<file path="src/pkg/tsg_pkg.sv">
// shared constants and types of the temperature sensor bus slave
package tsg_pkg;
    // clock rate and time figures
    localparam int CLK_MHZ     = 250;
    localparam int SPIKE_NS    = 50;
    localparam int RST_MIN_US  = 1;
    localparam int TIMEOUT_MS  = 150;
    localparam int SPIKE_CYC   = (SPIKE_NS * CLK_MHZ + 999) / 1000;
    localparam int RST_CYC     = RST_MIN_US * CLK_MHZ;
    localparam int TIMEOUT_CYC = TIMEOUT_MS * 1000 * CLK_MHZ;
    // bus address prefix
    localparam logic [3:0] ADDR_PREFIX = 4'h9;
    // register pointers
    localparam logic [1:0] PTR_TEMP  = 2'h0;
    localparam logic [1:0] PTR_CFG   = 2'h1;
    localparam logic [1:0] PTR_THYST = 2'h2;
    localparam logic [1:0] PTR_TOS   = 2'h3;
    // power-on values
    localparam logic [7:0] CFG_RST   = 8'h00;
    localparam logic [8:0] THYST_RST = 9'h096;
    localparam logic [8:0] TOS_RST   = 9'h0A0;
    localparam logic [8:0] TEMP_RST  = 9'h000;
    // configuration field positions
    localparam int CFG_SHDN  = 0;
    localparam int CFG_INTR  = 1;
    localparam int CFG_POL   = 2;
    localparam int CFG_FQ_LO = 3;
    localparam int CFG_FQ_HI = 4;
    // fault queue depths per setting
    localparam logic [2:0] FQ_N0 = 3'h1;
    localparam logic [2:0] FQ_N1 = 3'h2;
    localparam logic [2:0] FQ_N2 = 3'h4;
    localparam logic [2:0] FQ_N3 = 3'h6;

    typedef enum logic [2:0] {
        ST_IDLE  = 3'h0,
        ST_ADDR  = 3'h1,
        ST_AACK  = 3'h3,
        ST_RX    = 3'h2,
        ST_RXACK = 3'h6,
        ST_TX    = 3'h7,
        ST_TXACK = 3'h5
    } tsg_state_e;

    // one finished conversion
    typedef struct packed {
        logic       done;
        logic [8:0] temp;
    } tsg_conv_s;
endpackage : tsg_pkg

</file>
<file path="src/hdl/tsg_top.sv">
// two-wire slave, reset, filters and alarm of the temperature sensor
`timescale 1ns/10ps
module tsg_top #(
    parameter int TIMEOUT_CYC = tsg_pkg::TIMEOUT_CYC
) (
    // clock and reset
    input  wire logic              CLK_SYS_I,
    input  wire logic              SYS_RST_I,
    input  wire logic              RESET_N_I,
    // two-wire bus
    input  wire logic              SCL_I,
    input  wire logic              SDA_I,
    output logic                   SDA_O,
    output logic                   SDA_OE_O,
    // address straps
    input  wire logic              ADDR_STRAP_BIT0_I,
    input  wire logic              ADDR_STRAP_BIT1_I,
    input  wire logic              ADDR_STRAP_BIT2_I,
    // converter side
    input  wire tsg_pkg::tsg_conv_s CONV_I,
    output logic                   SHUTDOWN_O,
    // alarm pin
    output logic                   OVERTEMP_ALARM_OUT_O,
    output logic                   OVERTEMP_ALARM_OUT_OE_O
);
    localparam int TW = $clog2(TIMEOUT_CYC + 1);
    localparam int FW = $clog2(tsg_pkg::SPIKE_CYC + 1);
    localparam int RW = $clog2(tsg_pkg::RST_CYC + 1);

    if (TIMEOUT_CYC < 2) begin : g_bad_timeout
        $error("TIMEOUT_CYC must be at least 2");
    end

    function automatic logic [7:0] rd_byte(input logic [1:0] p,
                                           input logic       lo,
                                           input logic [8:0] t,
                                           input logic [7:0] c,
                                           input logic [8:0] h,
                                           input logic [8:0] o);
        logic [8:0] v;
        v = (p == tsg_pkg::PTR_TEMP)  ? t :
            (p == tsg_pkg::PTR_THYST) ? h : o;
        if (p == tsg_pkg::PTR_CFG)
            return c;
        return lo ? {v[0], 7'h00} : v[8:1];
    endfunction : rd_byte

    // reset pin must stay low a full minimum width
    logic [RW-1:0] rst_cnt_ff;
    logic          pin_rst_ff;
    logic          rst;
    always_ff @(posedge CLK_SYS_I) begin
        if (SYS_RST_I || RESET_N_I) begin
            rst_cnt_ff <= '0;
            pin_rst_ff <= 1'b0;
        end else if (rst_cnt_ff == RW'(tsg_pkg::RST_CYC - 1)) begin
            pin_rst_ff <= 1'b1;
        end else begin
            rst_cnt_ff <= rst_cnt_ff + 1'b1;
        end
    end
    assign rst = SYS_RST_I || pin_rst_ff;

    // sync then spike filter: scl, sda, straps
    logic [4:0]    raw;
    logic [4:0]    s1_ff;
    logic [4:0]    s2_ff;
    logic [4:0]    flt_ff;
    logic [FW-1:0] fcnt_ff [5];
    assign raw = {ADDR_STRAP_BIT2_I, ADDR_STRAP_BIT1_I, ADDR_STRAP_BIT0_I,
                  SDA_I, SCL_I};
    always_ff @(posedge CLK_SYS_I) begin
        if (rst) begin
            s1_ff <= 5'h03;
            s2_ff <= 5'h03;
        end else begin
            s1_ff <= raw;
            s2_ff <= s1_ff;
        end
    end
    always_ff @(posedge CLK_SYS_I) begin
        for (int i = 0; i < 5; i++) begin
            if (rst) begin
                flt_ff[i]  <= (i < 2);
                fcnt_ff[i] <= '0;
            end else if (s2_ff[i] == flt_ff[i]) begin
                fcnt_ff[i] <= '0;
            end else if (fcnt_ff[i] == FW'(tsg_pkg::SPIKE_CYC - 1)) begin
                flt_ff[i]  <= s2_ff[i];
                fcnt_ff[i] <= '0;
            end else begin
                fcnt_ff[i] <= fcnt_ff[i] + 1'b1;
            end
        end
    end

    // edges of the filtered bus lines
    logic scl_d_ff;
    logic sda_d_ff;
    always_ff @(posedge CLK_SYS_I) begin
        if (rst) begin
            scl_d_ff <= 1'b1;
            sda_d_ff <= 1'b1;
        end else begin
            scl_d_ff <= flt_ff[0];
            sda_d_ff <= flt_ff[1];
        end
    end
    logic scl_rise;
    logic scl_fall;
    logic start_c;
    logic stop_c;
    assign scl_rise = flt_ff[0] && !scl_d_ff;
    assign scl_fall = !flt_ff[0] && scl_d_ff;
    assign start_c  = flt_ff[0] && scl_d_ff && sda_d_ff && !flt_ff[1];
    assign stop_c   = flt_ff[0] && scl_d_ff && !sda_d_ff && flt_ff[1];

    // stuck data line watchdog
    logic [TW-1:0] to_cnt_ff;
    logic          to_hit;
    always_ff @(posedge CLK_SYS_I) begin
        if (rst || flt_ff[1])
            to_cnt_ff <= '0;
        else if (!to_hit)
            to_cnt_ff <= to_cnt_ff + 1'b1;
    end
    assign to_hit = (to_cnt_ff == TW'(TIMEOUT_CYC));

    // registers
    logic [8:0] temp_ff;
    logic [7:0] cfg_ff;
    logic [8:0] thyst_ff;
    logic [8:0] tos_ff;
    logic [7:0] hold_ff;

    // bus engine
    tsg_pkg::tsg_state_e state_ff;
    logic [7:0] sh_ff;
    logic [3:0] cnt_ff;
    logic       rw_ff;
    logic       nack_ff;
    logic [1:0] ptr_ff;
    logic [1:0] idx_ff;
    logic       oe_ff;
    logic       rx_stb;
    logic       addr_ok;
    logic [7:0] nxt_byte;
    logic       reading;
    logic       rd_start;
    assign addr_ok  = sh_ff[7:1] == {tsg_pkg::ADDR_PREFIX, flt_ff[4:2]};
    assign rx_stb   = (state_ff == tsg_pkg::ST_RX) && scl_fall
                      && (cnt_ff == 4'h8);
    assign nxt_byte = rd_byte(ptr_ff, idx_ff[0], temp_ff, cfg_ff,
                              thyst_ff, tos_ff);
    assign reading  = rw_ff && (state_ff == tsg_pkg::ST_TX
                      || state_ff == tsg_pkg::ST_TXACK);
    assign rd_start = (state_ff == tsg_pkg::ST_AACK) && scl_fall && rw_ff;

    always_ff @(posedge CLK_SYS_I) begin
        if (rst) begin
            state_ff <= tsg_pkg::ST_IDLE;
            sh_ff    <= 8'h00;
            cnt_ff   <= 4'h0;
            rw_ff    <= 1'b0;
            nack_ff  <= 1'b0;
            ptr_ff   <= tsg_pkg::PTR_TEMP;
            idx_ff   <= 2'h0;
            oe_ff    <= 1'b0;
        end else if (to_hit) begin
            state_ff <= tsg_pkg::ST_IDLE;
            oe_ff    <= 1'b0;
        end else if (start_c) begin
            state_ff <= tsg_pkg::ST_ADDR;
            cnt_ff   <= 4'h0;
            idx_ff   <= 2'h0;
            oe_ff    <= 1'b0;
        end else if (stop_c) begin
            state_ff <= tsg_pkg::ST_IDLE;
            oe_ff    <= 1'b0;
        end else begin
            unique case (state_ff)
                tsg_pkg::ST_IDLE: ;
                tsg_pkg::ST_ADDR, tsg_pkg::ST_RX: begin
                    if (scl_rise && cnt_ff != 4'h8) begin
                        sh_ff  <= {sh_ff[6:0], flt_ff[1]};
                        cnt_ff <= cnt_ff + 1'b1;
                    end else if (scl_fall && cnt_ff == 4'h8) begin
                        oe_ff <= 1'b1;
                        if (state_ff == tsg_pkg::ST_RX) begin
                            state_ff <= tsg_pkg::ST_RXACK;
                            if (idx_ff == 2'h0)
                                ptr_ff <= sh_ff[1:0];
                        end else if (addr_ok) begin
                            state_ff <= tsg_pkg::ST_AACK;
                            rw_ff    <= sh_ff[0];
                        end else begin
                            state_ff <= tsg_pkg::ST_IDLE;
                            oe_ff    <= 1'b0;
                        end
                    end
                end
                tsg_pkg::ST_AACK, tsg_pkg::ST_TXACK: begin
                    if (scl_rise)
                        nack_ff <= flt_ff[1];
                    if (scl_fall) begin
                        cnt_ff <= 4'h0;
                        if (state_ff == tsg_pkg::ST_TXACK && nack_ff) begin
                            state_ff <= tsg_pkg::ST_IDLE;
                            oe_ff    <= 1'b0;
                        end else if (rw_ff) begin
                            sh_ff    <= nxt_byte;
                            oe_ff    <= !nxt_byte[7];
                            idx_ff   <= idx_ff + 1'b1;
                            state_ff <= tsg_pkg::ST_TX;
                        end else begin
                            oe_ff    <= 1'b0;
                            state_ff <= tsg_pkg::ST_RX;
                        end
                    end
                end
                tsg_pkg::ST_RXACK: begin
                    if (scl_fall) begin
                        oe_ff    <= 1'b0;
                        cnt_ff   <= 4'h0;
                        idx_ff   <= (idx_ff == 2'h3) ? 2'h2 : idx_ff + 1'b1;
                        state_ff <= tsg_pkg::ST_RX;
                    end
                end
                tsg_pkg::ST_TX: begin
                    if (scl_fall) begin
                        if (cnt_ff == 4'h7) begin
                            oe_ff    <= 1'b0;
                            state_ff <= tsg_pkg::ST_TXACK;
                        end else begin
                            sh_ff  <= {sh_ff[6:0], 1'b0};
                            oe_ff  <= !sh_ff[6];
                            cnt_ff <= cnt_ff + 1'b1;
                        end
                    end
                end
                default: state_ff <= tsg_pkg::ST_IDLE;
            endcase
        end
    end

    // register writes; config top bits forced to zero
    always_ff @(posedge CLK_SYS_I) begin
        if (rst) begin
            cfg_ff   <= tsg_pkg::CFG_RST;
            thyst_ff <= tsg_pkg::THYST_RST;
            tos_ff   <= tsg_pkg::TOS_RST;
            hold_ff  <= 8'h00;
        end else if (rx_stb && idx_ff != 2'h0) begin
            if (ptr_ff == tsg_pkg::PTR_CFG && idx_ff == 2'h1)
                cfg_ff <= {3'h0, sh_ff[4:0]};
            else if (idx_ff[0])
                hold_ff <= sh_ff;
            else if (ptr_ff == tsg_pkg::PTR_THYST)
                thyst_ff <= {hold_ff, sh_ff[7]};
            else if (ptr_ff == tsg_pkg::PTR_TOS)
                tos_ff <= {hold_ff, sh_ff[7]};
        end
    end

    // a conversion landing mid-read is dropped, the next one counts
    always_ff @(posedge CLK_SYS_I) begin
        if (rst)
            temp_ff <= tsg_pkg::TEMP_RST;
        else if (CONV_I.done && !reading)
            temp_ff <= CONV_I.temp;
    end

    // fault queue and hysteresis
    logic [2:0] need;
    logic [2:0] fault_ff;
    logic       over_ff;
    logic       irq_ff;
    logic       beyond;
    always_comb begin
        unique case (cfg_ff[tsg_pkg::CFG_FQ_HI:tsg_pkg::CFG_FQ_LO])
            2'h0: need = tsg_pkg::FQ_N0;
            2'h1: need = tsg_pkg::FQ_N1;
            2'h2: need = tsg_pkg::FQ_N2;
            2'h3: need = tsg_pkg::FQ_N3;
        endcase
    end
    assign beyond = over_ff ? ($signed(CONV_I.temp) < $signed(thyst_ff))
                            : ($signed(CONV_I.temp) > $signed(tos_ff));
    always_ff @(posedge CLK_SYS_I) begin
        if (rst) begin
            fault_ff <= 3'h0;
            over_ff  <= 1'b0;
            irq_ff   <= 1'b0;
        end else begin
            if (CONV_I.done && !cfg_ff[tsg_pkg::CFG_SHDN]) begin
                if (!beyond) begin
                    fault_ff <= 3'h0;
                end else if (fault_ff + 1'b1 >= need) begin
                    fault_ff <= 3'h0;
                    over_ff  <= !over_ff;
                end else begin
                    fault_ff <= fault_ff + 1'b1;
                end
            end
            // new trip wins over a read that clears the same cycle
            if (CONV_I.done && !cfg_ff[tsg_pkg::CFG_SHDN] && beyond
                && fault_ff + 1'b1 >= need)
                irq_ff <= 1'b1;
            else if (rd_start)
                irq_ff <= 1'b0;
        end
    end

    // pins: bus and alarm low level constant, only the enable moves; shutdown driven as a level
    logic alarm;
    assign alarm = cfg_ff[tsg_pkg::CFG_INTR] ? irq_ff : over_ff;
    always_ff @(posedge CLK_SYS_I) begin
        if (rst) begin
            OVERTEMP_ALARM_OUT_O    <= 1'b0;
            OVERTEMP_ALARM_OUT_OE_O <= 1'b0;
            SDA_O                   <= 1'b0;
            SDA_OE_O                <= 1'b0;
            SHUTDOWN_O              <= 1'b0;
        end else begin
            OVERTEMP_ALARM_OUT_O    <= 1'b0;
            OVERTEMP_ALARM_OUT_OE_O <= alarm ^ cfg_ff[tsg_pkg::CFG_POL];
            SDA_O                   <= 1'b0;
            SDA_OE_O                <= oe_ff && !to_hit;
            SHUTDOWN_O              <= cfg_ff[tsg_pkg::CFG_SHDN];
        end
    end
endmodule : tsg_top

</file>
<file path="config.mk">
export PLATFORM = sky130hd
export DESIGN_NAME = tsg_top
export DESIGN_NICKNAME = d
export VERILOG_FILES = /design/src/pkg/tsg_pkg.sv /design/src/hdl/tsg_top.sv
export SDC_FILE = /design/constraint.sdc
export NUM_CORES = 1
export LEC_CHECK = 0
export ABC_AREA = 0
export ABC_CLOCK_PERIOD_IN_PS = 4800
export BUFFER_PORTS_ARGS = -buffer_cell sky130_fd_sc_hd__buf_4
export CAP_MARGIN = 20
export CORE_ASPECT_RATIO = 0.75
export CORE_MARGIN = 2
export CORE_UTILIZATION = 35
export DETAILED_ROUTE_END_ITERATION = 7
export SYNTH_ARGS = -nofsm -noshare
export SYNTH_HDL_FRONTEND = slang
export SYNTH_SLANG_ARGS = --single-unit
</file>
<file path="constraint.sdc">
create_clock -name CLK_SYS_I -period 4.8 [get_ports CLK_SYS_I]
set_input_delay 0.48 -clock CLK_SYS_I [delete_from_list [all_inputs] [get_ports CLK_SYS_I]]
set_output_delay 0.48 -clock CLK_SYS_I [all_outputs]
set_load 0.01 [all_outputs]
</file>
# Word-level counts from Yosys, hierarchy flattened
# Memories as Yosys holds them, arrays and structs flattened.
# Index checks and enable logic that the tools add are counted.
# W data, S select, Z words.
# totals
ff_bits	122
mem_bits_rw	20
out_inout_bits	5
wordCells	333
memories	1
# memory_table
name	words	word_bits	read_ports	rd_clocked_by_memory_dff	wr	line	text
fcnt_ff	5	4	5	0	5	tsg_top.sv:69	logic [FW-1:0] fcnt_ff [5];
# classes
addsub	10
n_lt_le_gt_ge	3
n_eq_ne	56
mux	131
bitwise_logic	30
reduce_logical	70
# ops
cell	n
$mux W4	21
$mux W1	74
$mux W8	9
$mux W3	11
$reduce_and A7 Y1	4
$add A26 B1 Y26 const B	1
$eq A26 B26 Y1 const B	1
$add A4 B1 Y4 const B	6
$eq A4 B4 Y1 const B	6
$ne A3 B3 Y1 const B	8
$ne A4 B4 Y1 const B	6
$pmux W8 S3	1
$logic_and A1 B1 Y1	22
$ne A2 B2 Y1 const B	10
$mux W9	2
$mux W2	8
$reduce_and A8 Y1	2
$or A1 B1 Y1	15
$pmux W3 S5	1
$not A1 Y1	14
$pmux W3 S4	1
$pmux W4 S3	1
$reduce_and A2 Y1	6
$eq A2 B2 Y1 const B	5
35 further kinds	65

# Depth between registers and ports, before layout
# Gate-level depths: netlist of the first run.
# depth
word_depth	10
ltp_mapped	9

# Least setup slack after synthesis of the first run
# No wires, ideal clock.
# synth_path
path_kind	input -> register
startpoint	input port CONV_I[6] (netlist bit)
endpoint	register over_ff
arrival_ps	1957
required_time_ps	4728
path_slack_ps	2772
stages	7
path_buffers	0
path_cell_list	ha_1 > a21o_1 > a2111o_1 > a211oi_1 > o211ai_1 > nand2_1 > mux2i_1
# synth_between
elab_chain_cells	3
word_cells_on_any_way	4
classes_between	order compare (2); mux (1); reduce/logical (1)
# synth_rtl
element	line	text
start, declared	tsg_top.sv:20	input wire tsg_pkg::tsg_conv_s CONV_I,
$gt A9 B9 Y1 / $lt A9 B9 Y1 (equally long branches)	tsg_top.sv:288, tsg_top.sv:287	
$mux W1 *	tsg_top.sv:287	assign beyond = over_ff ? ($signed(CONV_I.temp) < $signed(thyst_ff))
$reduce_and A3 Y1 (no line) *	n/a	
end signal, assigned	tsg_top.sv:300	over_ff <= !over_ff;
end, declared	tsg_top.sv:276	logic over_ff;
# Mark *: on every way between the ends. The rest lies on a longest branch, timed or not.
# A chain may end at the register's enable or synchronous reset.

# Worst setup path after layout of the first run
# layout_path
startpoint	register to_cnt_ff[0]
endpoint	register sh_ff[1]
# layout_between
elab_chain_cells	3
# layout_rtl
element	line	text
start, declared	tsg_top.sv:119	logic [TW-1:0] to_cnt_ff;
start signal, assigned	tsg_top.sv:125	to_cnt_ff <= to_cnt_ff + 1'b1;
$eq A26 B26 Y1	tsg_top.sv:127	assign to_hit = (to_cnt_ff == TW'(TIMEOUT_CYC));
$not A1 Y1 (no line)	n/a	
$reduce_and A10 Y1 (no line)	n/a	
end signal, assigned	tsg_top.sv:185	sh_ff <= {sh_ff[6:0], flt_ff[1]};
end signal, assigned	tsg_top.sv:211	sh_ff <= nxt_byte;
end signal, assigned	tsg_top.sv:235	sh_ff <= {sh_ff[6:0], 1'b0};
end, declared	tsg_top.sv:138	logic [7:0] sh_ff;
# No other way between the ends.

==> flow_summary.ini, run 1 <==
[finish]
nets = 892
layout_commonest_cell = dfxtp_1
insertedDiodeCount = 0
drive_gt1_share_pct = 8.16
final_util_pct = 41.0
mostFrequentLayoutCells = dfxtp_1 (122), nor2_1 (115), nand2_1 (55), mux2i_1 (55), inv_1 (49)
syn2layout_area_growth_pct = 14.4

[floorplanning]
die_x_um = 171
coreArea_um2 = 20300
ios = 23
die_area_um2 = 22000
die_h_um = 129
initial_core_util_pct = 35.8
rows = 45

[worst_setup_path]
r2r_start = to_cnt_ff[0]
start_kind = flop
arrival_ns = 3.11
crit_chain = inv_1, ha_1, nor3b_1, and4_1, and3_1, nand4b_1, or3_1, a21oi_1
slowest_stage = nand4b_1
r2r-end = sh_ff[1]
crit_fanout = 11
r2r_slack_ns = 2.05
cp_slowest_stage_delay_ns = 0.67
reg2regPathDepth = 8
cp-end-kind = flop
criticalPathCategory = flop to flop
required_ns = 5.16

[synthesis]
ys_ff_latch = 142
synth_area_um2 = 7280
synthXorXnorAreaFrac_pct = 6.14
yosysWarnings = 0
synth.area.mux_share_pct = 7.87
ys.flop_type = dfxtp_1
synth_compound_area_share_pct = 9.85
ys_seq_area_share_pct = 41.8
syn_inst = 808
synth-simple-area-share_pct = 22.1
synth-edff-count = 20
synth-adder-area-share_pct = 7.18
ys_types = 64
synth.avg_cell_area_um2 = 9.01
async_reset_ff_share_pct = 0
synth_top_family_by_area = simple AND/OR/NAND/NOR gates

[cts]
postCtsHoldBufs = 0
h-tree-depth = 4
clk_pin_slew_worst_paths_ns = 0.06
cts_inserted_buffers = 17
clock_latency_ns = 0.43
cts_resized = 0
post-cts-setup-buffers = 0
cts.path.max_buffers = 2
clock_sinks = 142
cts_tree = done
root_buffer = clkbuf_16

[global_routing]
grt_first_pass_wirelength_um = 25900
grt_pass1_vias = 5225
track_usage_pct = 15.0
grt_antenna_before_repair = 0
grt_max_degree = 44
gr-total-overflow = 0

[status]
status = finished, final reports clean

[place]
dpl_worst_slack_ns = 2.08
hpwl_um = 10800
gp_congestion = 0.838
portBuffers = 20

[routing]
vias_per_cell = 4.86
avgRoutedWirePerCell_um = 13.6
dr_total_vias = 5487
drc = 0
first_pass_iters = 5
ant_nets = 0
routed_wl_um = 15300
drt-initial-drc-count = 368

[hold_path]
hp-start = SDA_I
min_delay_path_depth = 2
hold_class = input port to flop
hold_end = s1_ff[1]

[timing]
fin_skew_ns = 0.00752
tightestPinTransition_ns = 0.888
rsz0062_at_grt = no
slew_headroom_pct = 40.8
finalMaxSlewViolations = 0
post-route-period-util_pct = 57.2
timing.fmax_mhz = 364
final_hold_viol_count = 0
finalSetupViolCount = 0
tns_ns = 0
finalWorstSetupSlack_ns = 2.05
min_period_ns = 2.75

[power_and_ir_drop]
powerDensity_nw_per_um2 = 330
total_leakage_power_uw = 0.00323
ir_worst_vdd_uv = 234

[flow_run]
cap_viol_max_count = 0
==> worst max-delay path by stage <==
stage | start | end
3_3_place_gp | to_cnt_ff[0] | sh_ff[1]
6_report | to_cnt_ff[0] | sh_ff[1]
3_5_place_dp | to_cnt_ff[0] | sh_ff[1]
5_1_grt | state_ff[1] | tos_ff[4]
2_1_floorplan | CONV_I[6] | over_ff
4_1_cts | to_cnt_ff[0] | sh_ff[1]
==> stage by stage <==
stage	cells	hold WS [ns]	instance area [um^2]	total power [uW]
after global routing	1128	0.214	8330	2850
after CTS	1128	0.209	8330	2780
after floorplan	828	0.384	7350	1330
after global placement	1096	0.399	7700	1370
final	1128	0.231	8330	2750
after detailed placement	1096	0.397	7700	1370
==> routing by layer <==
layer	vias to the layer above	track usage [%]	share of wire [%]
met1	2532	21.4	54
met5	-	0	0
met3	23	4.21	4.6
met2	103	21.1	40
li1	2829	-	-
met4	0	5.88	1.9
==> Yosys cell counts (5+ instances only) <==
cell | number | area (um^2)
dfxtp_1 | 122 | 2440
nor2_1 | 116 | 435
mux2i_1 | 55 | 551
nand2_1 | 55 | 206
inv_1 | 49 | 184
nand3_1 | 48 | 240
ha_1 | 41 | 513
a21oi_1 | 35 | 175
xor2_1 | 33 | 289
edfxtp_1 | 20 | 601
clkbuf_1 | 19 | 71.3
xnor2_1 | 18 | 158
o21ai_0 | 17 | 85.1
or3_1 | 14 | 87.6
nor3_1 | 13 | 65.1
buf_2 | 10 | 50.1
nand4_1 | 10 | 62.6
and2_1 | 9 | 56.3
nor2b_1 | 8 | 50.1
and3_1 | 7 | 43.8
and4_1 | 6 | 52.6
nand2b_1 | 6 | 37.5
o211ai_1 | 6 | 45.0
a21o_1 | 5 | 37.5
a22oi_1 | 5 | 37.5
nor3b_1 | 5 | 37.5
==> critical path, delay by kind of cell, from the launching register on <==
kind / cells / cell delay [ns]
AO/OA/AOI/OAI: 1 / 0.12
AND/OR/NAND/NOR: 5 / 1.90
flip-flops: 1 / 0.39
buffers and inverters: 1 / 0.09
adder cells (fa/ha/maj): 1 / 0.19
==> registers in the layout (all words and copies together) (netlist names), 8 cells and up <==
name / cells
rst_cnt_ff: 8
hold_ff: 8
to_cnt_ff: 26
fcnt_ff: 20
thyst_ff: 9
sh_ff: 8
tos_ff: 9
temp_ff: 9
==> kinds of logic after synthesis <==
logic type	count (synthesis)
compound gates	105
xor+xnor	51
fa+ha+maj	42
buf+inv	86
flops	142
mux	57
other cells	2
simple gates	323
==> cell type report <==
class,count,area [um^2]
Clock buffer,20,457
Timing Repair Buffer,23,173
Sequential cell,142,3040
Multi-Input combinational cell,600,3950
Inverter,49,184
Clock inverter,12,166
Tap cell,282,353
Fill cell,2032,12000
==> where the power goes <==
part | switching (uW) | internal (uW)
sequential | 16.8 | 1230
combinational | 60.7 | 43.7
clock | 511 | 891
(Power assumes the default switching activity.)
==> run 2: changes to the inputs <==
--- a/config.mk
+++ b/config.mk
@@ -5,8 +5,8 @@
 export SDC_FILE = /design/constraint.sdc
 export NUM_CORES = 1
 export LEC_CHECK = 0
-export ABC_AREA = 0
-export ABC_CLOCK_PERIOD_IN_PS = 4800
+export ABC_AREA = 1
+export ABC_CLOCK_PERIOD_IN_PS = 2500
 export BUFFER_PORTS_ARGS = -buffer_cell sky130_fd_sc_hd__buf_4
 export CAP_MARGIN = 20
 export CORE_ASPECT_RATIO = 0.75
==> constraint.sdc (replaced) <==
create_clock -name CLK_SYS_I -period 2.5 [get_ports CLK_SYS_I]
set_input_delay 0.25 -clock CLK_SYS_I [delete_from_list [all_inputs] [get_ports CLK_SYS_I]]
set_output_delay 0.25 -clock CLK_SYS_I [all_outputs]
set_load 0.01 [all_outputs]
==> flow_summary.ini, run 2 <==
[timing]
fin_skew_ns = 0.00665
slew_headroom_pct = 57.3
tightestPinTransition_ns = 0.634
finalWorstSetupSlack_ns = 0.377
tns_ns = 0
finalSetupViolCount = 0
finalMaxSlewViolations = 0
final_hold_viol_count = 0
hold_slack_ns = 0.0156
min_period_ns = 2.12
post-route-period-util_pct = 84.9
rsz0062_at_grt = no
timing.fmax_mhz = 471

[floorplanning]
coreArea_um2 = 20300
die_h_um = 129
die_area_um2 = 22100
ios = 23
rows = 45
initial_core_util_pct = 35.9
die_x_um = 171

[synthesis]
synth.avg_cell_area_um2 = 7.51
ys.flop_type = dfxtp_1
ys_ff_latch = 142
synth_most_common_cell = nand2_1
synth_area_leaders = dfxtp_1 (33%), nand2_1 (8.3%), edfxtp_1 (8.2%)
ys_top_cells_by_count = nand2_1 (161), inv_1 (132), dfxtp_1 (122)
synth-edff-count = 20
synth_area_um2 = 7300
yosysTopAreaCell = dfxtp_1
ys_types = 49
syn_inst = 972
async_reset_ff_share_pct = 0
ys_seq_area_share_pct = 41.7
yosysWarnings = 0
synth_top_area_share_pct = 33.4

[global_routing]
gr-total-overflow = 0
grt_antenna_before_repair = 0
grt_max_degree = 60
grt_pass1_vias = 5673
track_usage_pct = 15.8
grt_first_pass_wirelength_um = 27900

[finish]
largest_reg_flops = 26
finalInstanceArea_um2 = 8430
nFillCells = 2099
insertedDiodeCount = 0
syn2layout_area_growth_pct = 15.4
regMostFlops = to_cnt_ff
nets = 1074
drive_gt1_share_pct = 9.63
mostFrequentLayoutCells = nand2_1 (161), inv_1 (132), dfxtp_1 (122)
layout_commonest_cell = nand2_1
largestRegisters = to_cnt_ff: 26 flops, fcnt_ff: 20 flops

[cts]
cts.path.max_buffers = 2
clock_latency_ns = 0.42
root_buffer = clkbuf_16
h-tree-depth = 4
post-cts-setup-buffers = 0
clk_pin_slew_worst_paths_ns = 0.06
postCtsHoldBufs = 1
cts_resized = 0
cts_inserted_buffers = 17
cts_tree = done
clock_sinks = 142

[worst_setup_path]
crit_fanout = 16
criticalPathCategory = flop to flop
arrival_ns = 2.47
startpoint = idx_ff[0]
required_ns = 2.85
cp-end-kind = flop
r2r_start = idx_ff[0]
start_kind = flop

[place]
dpl_worst_slack_ns = 0.385
hpwl_um = 11900
placed_cell_area_um2 = 7820
gp_congestion = 0.914
portBuffers = 20

[power_and_ir_drop]
ir_worst_vdd_uv = 339
powerDensity_nw_per_um2 = 691
total_leakage_power_uw = 0.00349

[routing]
ant_nets = 0
routed_wl_um = 16300
dr_total_vias = 6202
first_pass_iters = 5
avgRoutedWirePerCell_um = 12.4
drc = 0
drt-initial-drc-count = 475
vias_per_cell = 4.73

[hold_path]
hold_class = input port to flop
hp-start = SCL_I

[status]
status = finished, final reports clean

[flow_run]
cap_viol_max_count = 0
## run 2: final timing paths
path,slack (ns),end,cells past startpoint
setup / recovery,0.38,hold_ff[6],7
hold / removal,0.02,s1_ff[0],2
setup reg to reg,0.38,hold_ff[6],7
hold reg to reg,0.41,s2_ff[2],2
## run 2: cell type report
| type | count | area (um^2) | share of cell area, % |
|---|---|---|---|
| multi-input cells | 685 | 3690 | 43.8 |
| clock inverters | 9 | 105 | 1.25 |
| repair buffers | 26 | 198 | 2.34 |
| well taps | 282 | 353 | 4.19 |
| flip-flops and latches | 142 | 3040 | 36.1 |
| inverters | 143 | 539 | 6.40 |
| clock buffers | 23 | 499 | 5.92 |
## run 2: critical path, cell delays in order (launching register included)
cell	delay, ns
dfxtp_1	0.57
inv_1	0.22
ha_1	0.27
inv_1	0.14
nand2_4	0.10
nor3_4	0.45
o21ai_0	0.16
a21oi_1	0.14
## run 2: per-stage QoR
stage               util (%)  power, uW  instances
finish                  41.5       5830       1310
global placement        38.5       3270       1277
floorplan                  -       3110        992
detailed placement      38.5       3280       1277
global route            41.5       6110       1310
CTS                     41.5       5880       1310
## run 2: cell families (layout without fill, tap and decap cells)
| family | after synthesis | in the layout | share of synthesized area [%] |
|---|---|---|---|
| flip-flops | 142 | 142 | 41.7 |
| AND/OR/NAND/NOR | 409 | 409 | 25.8 |
| buffers and inverters | 165 | 201 | 8.89 |
| AO/OA/AOI/OAI | 193 | 193 | 14.1 |
| adder cells (fa/ha/maj) | 41 | 41 | 7.02 |
| XOR/XNOR | 20 | 20 | 2.40 |
| other | 2 | 22 | 0.103 |
## run 2: where the power goes
part           switching, uW  total [uW]  internal [uW]  leakage [uW]
Combinational            434         700            266       0.00200
Sequential               118        2540           2420       0.00120
Clock                    981        2590           1610      0.000295
Total                   1530        5830           4290       0.00349
## run 2: layer usage
metal	routed length, um	up-vias	GRT usage (%)
li1	-	3255	-
met1	8560	2788	23.5
met2	6620	139	22.9
met3	875	20	3.33
met4	206	0	4.42
met5	0	-	0
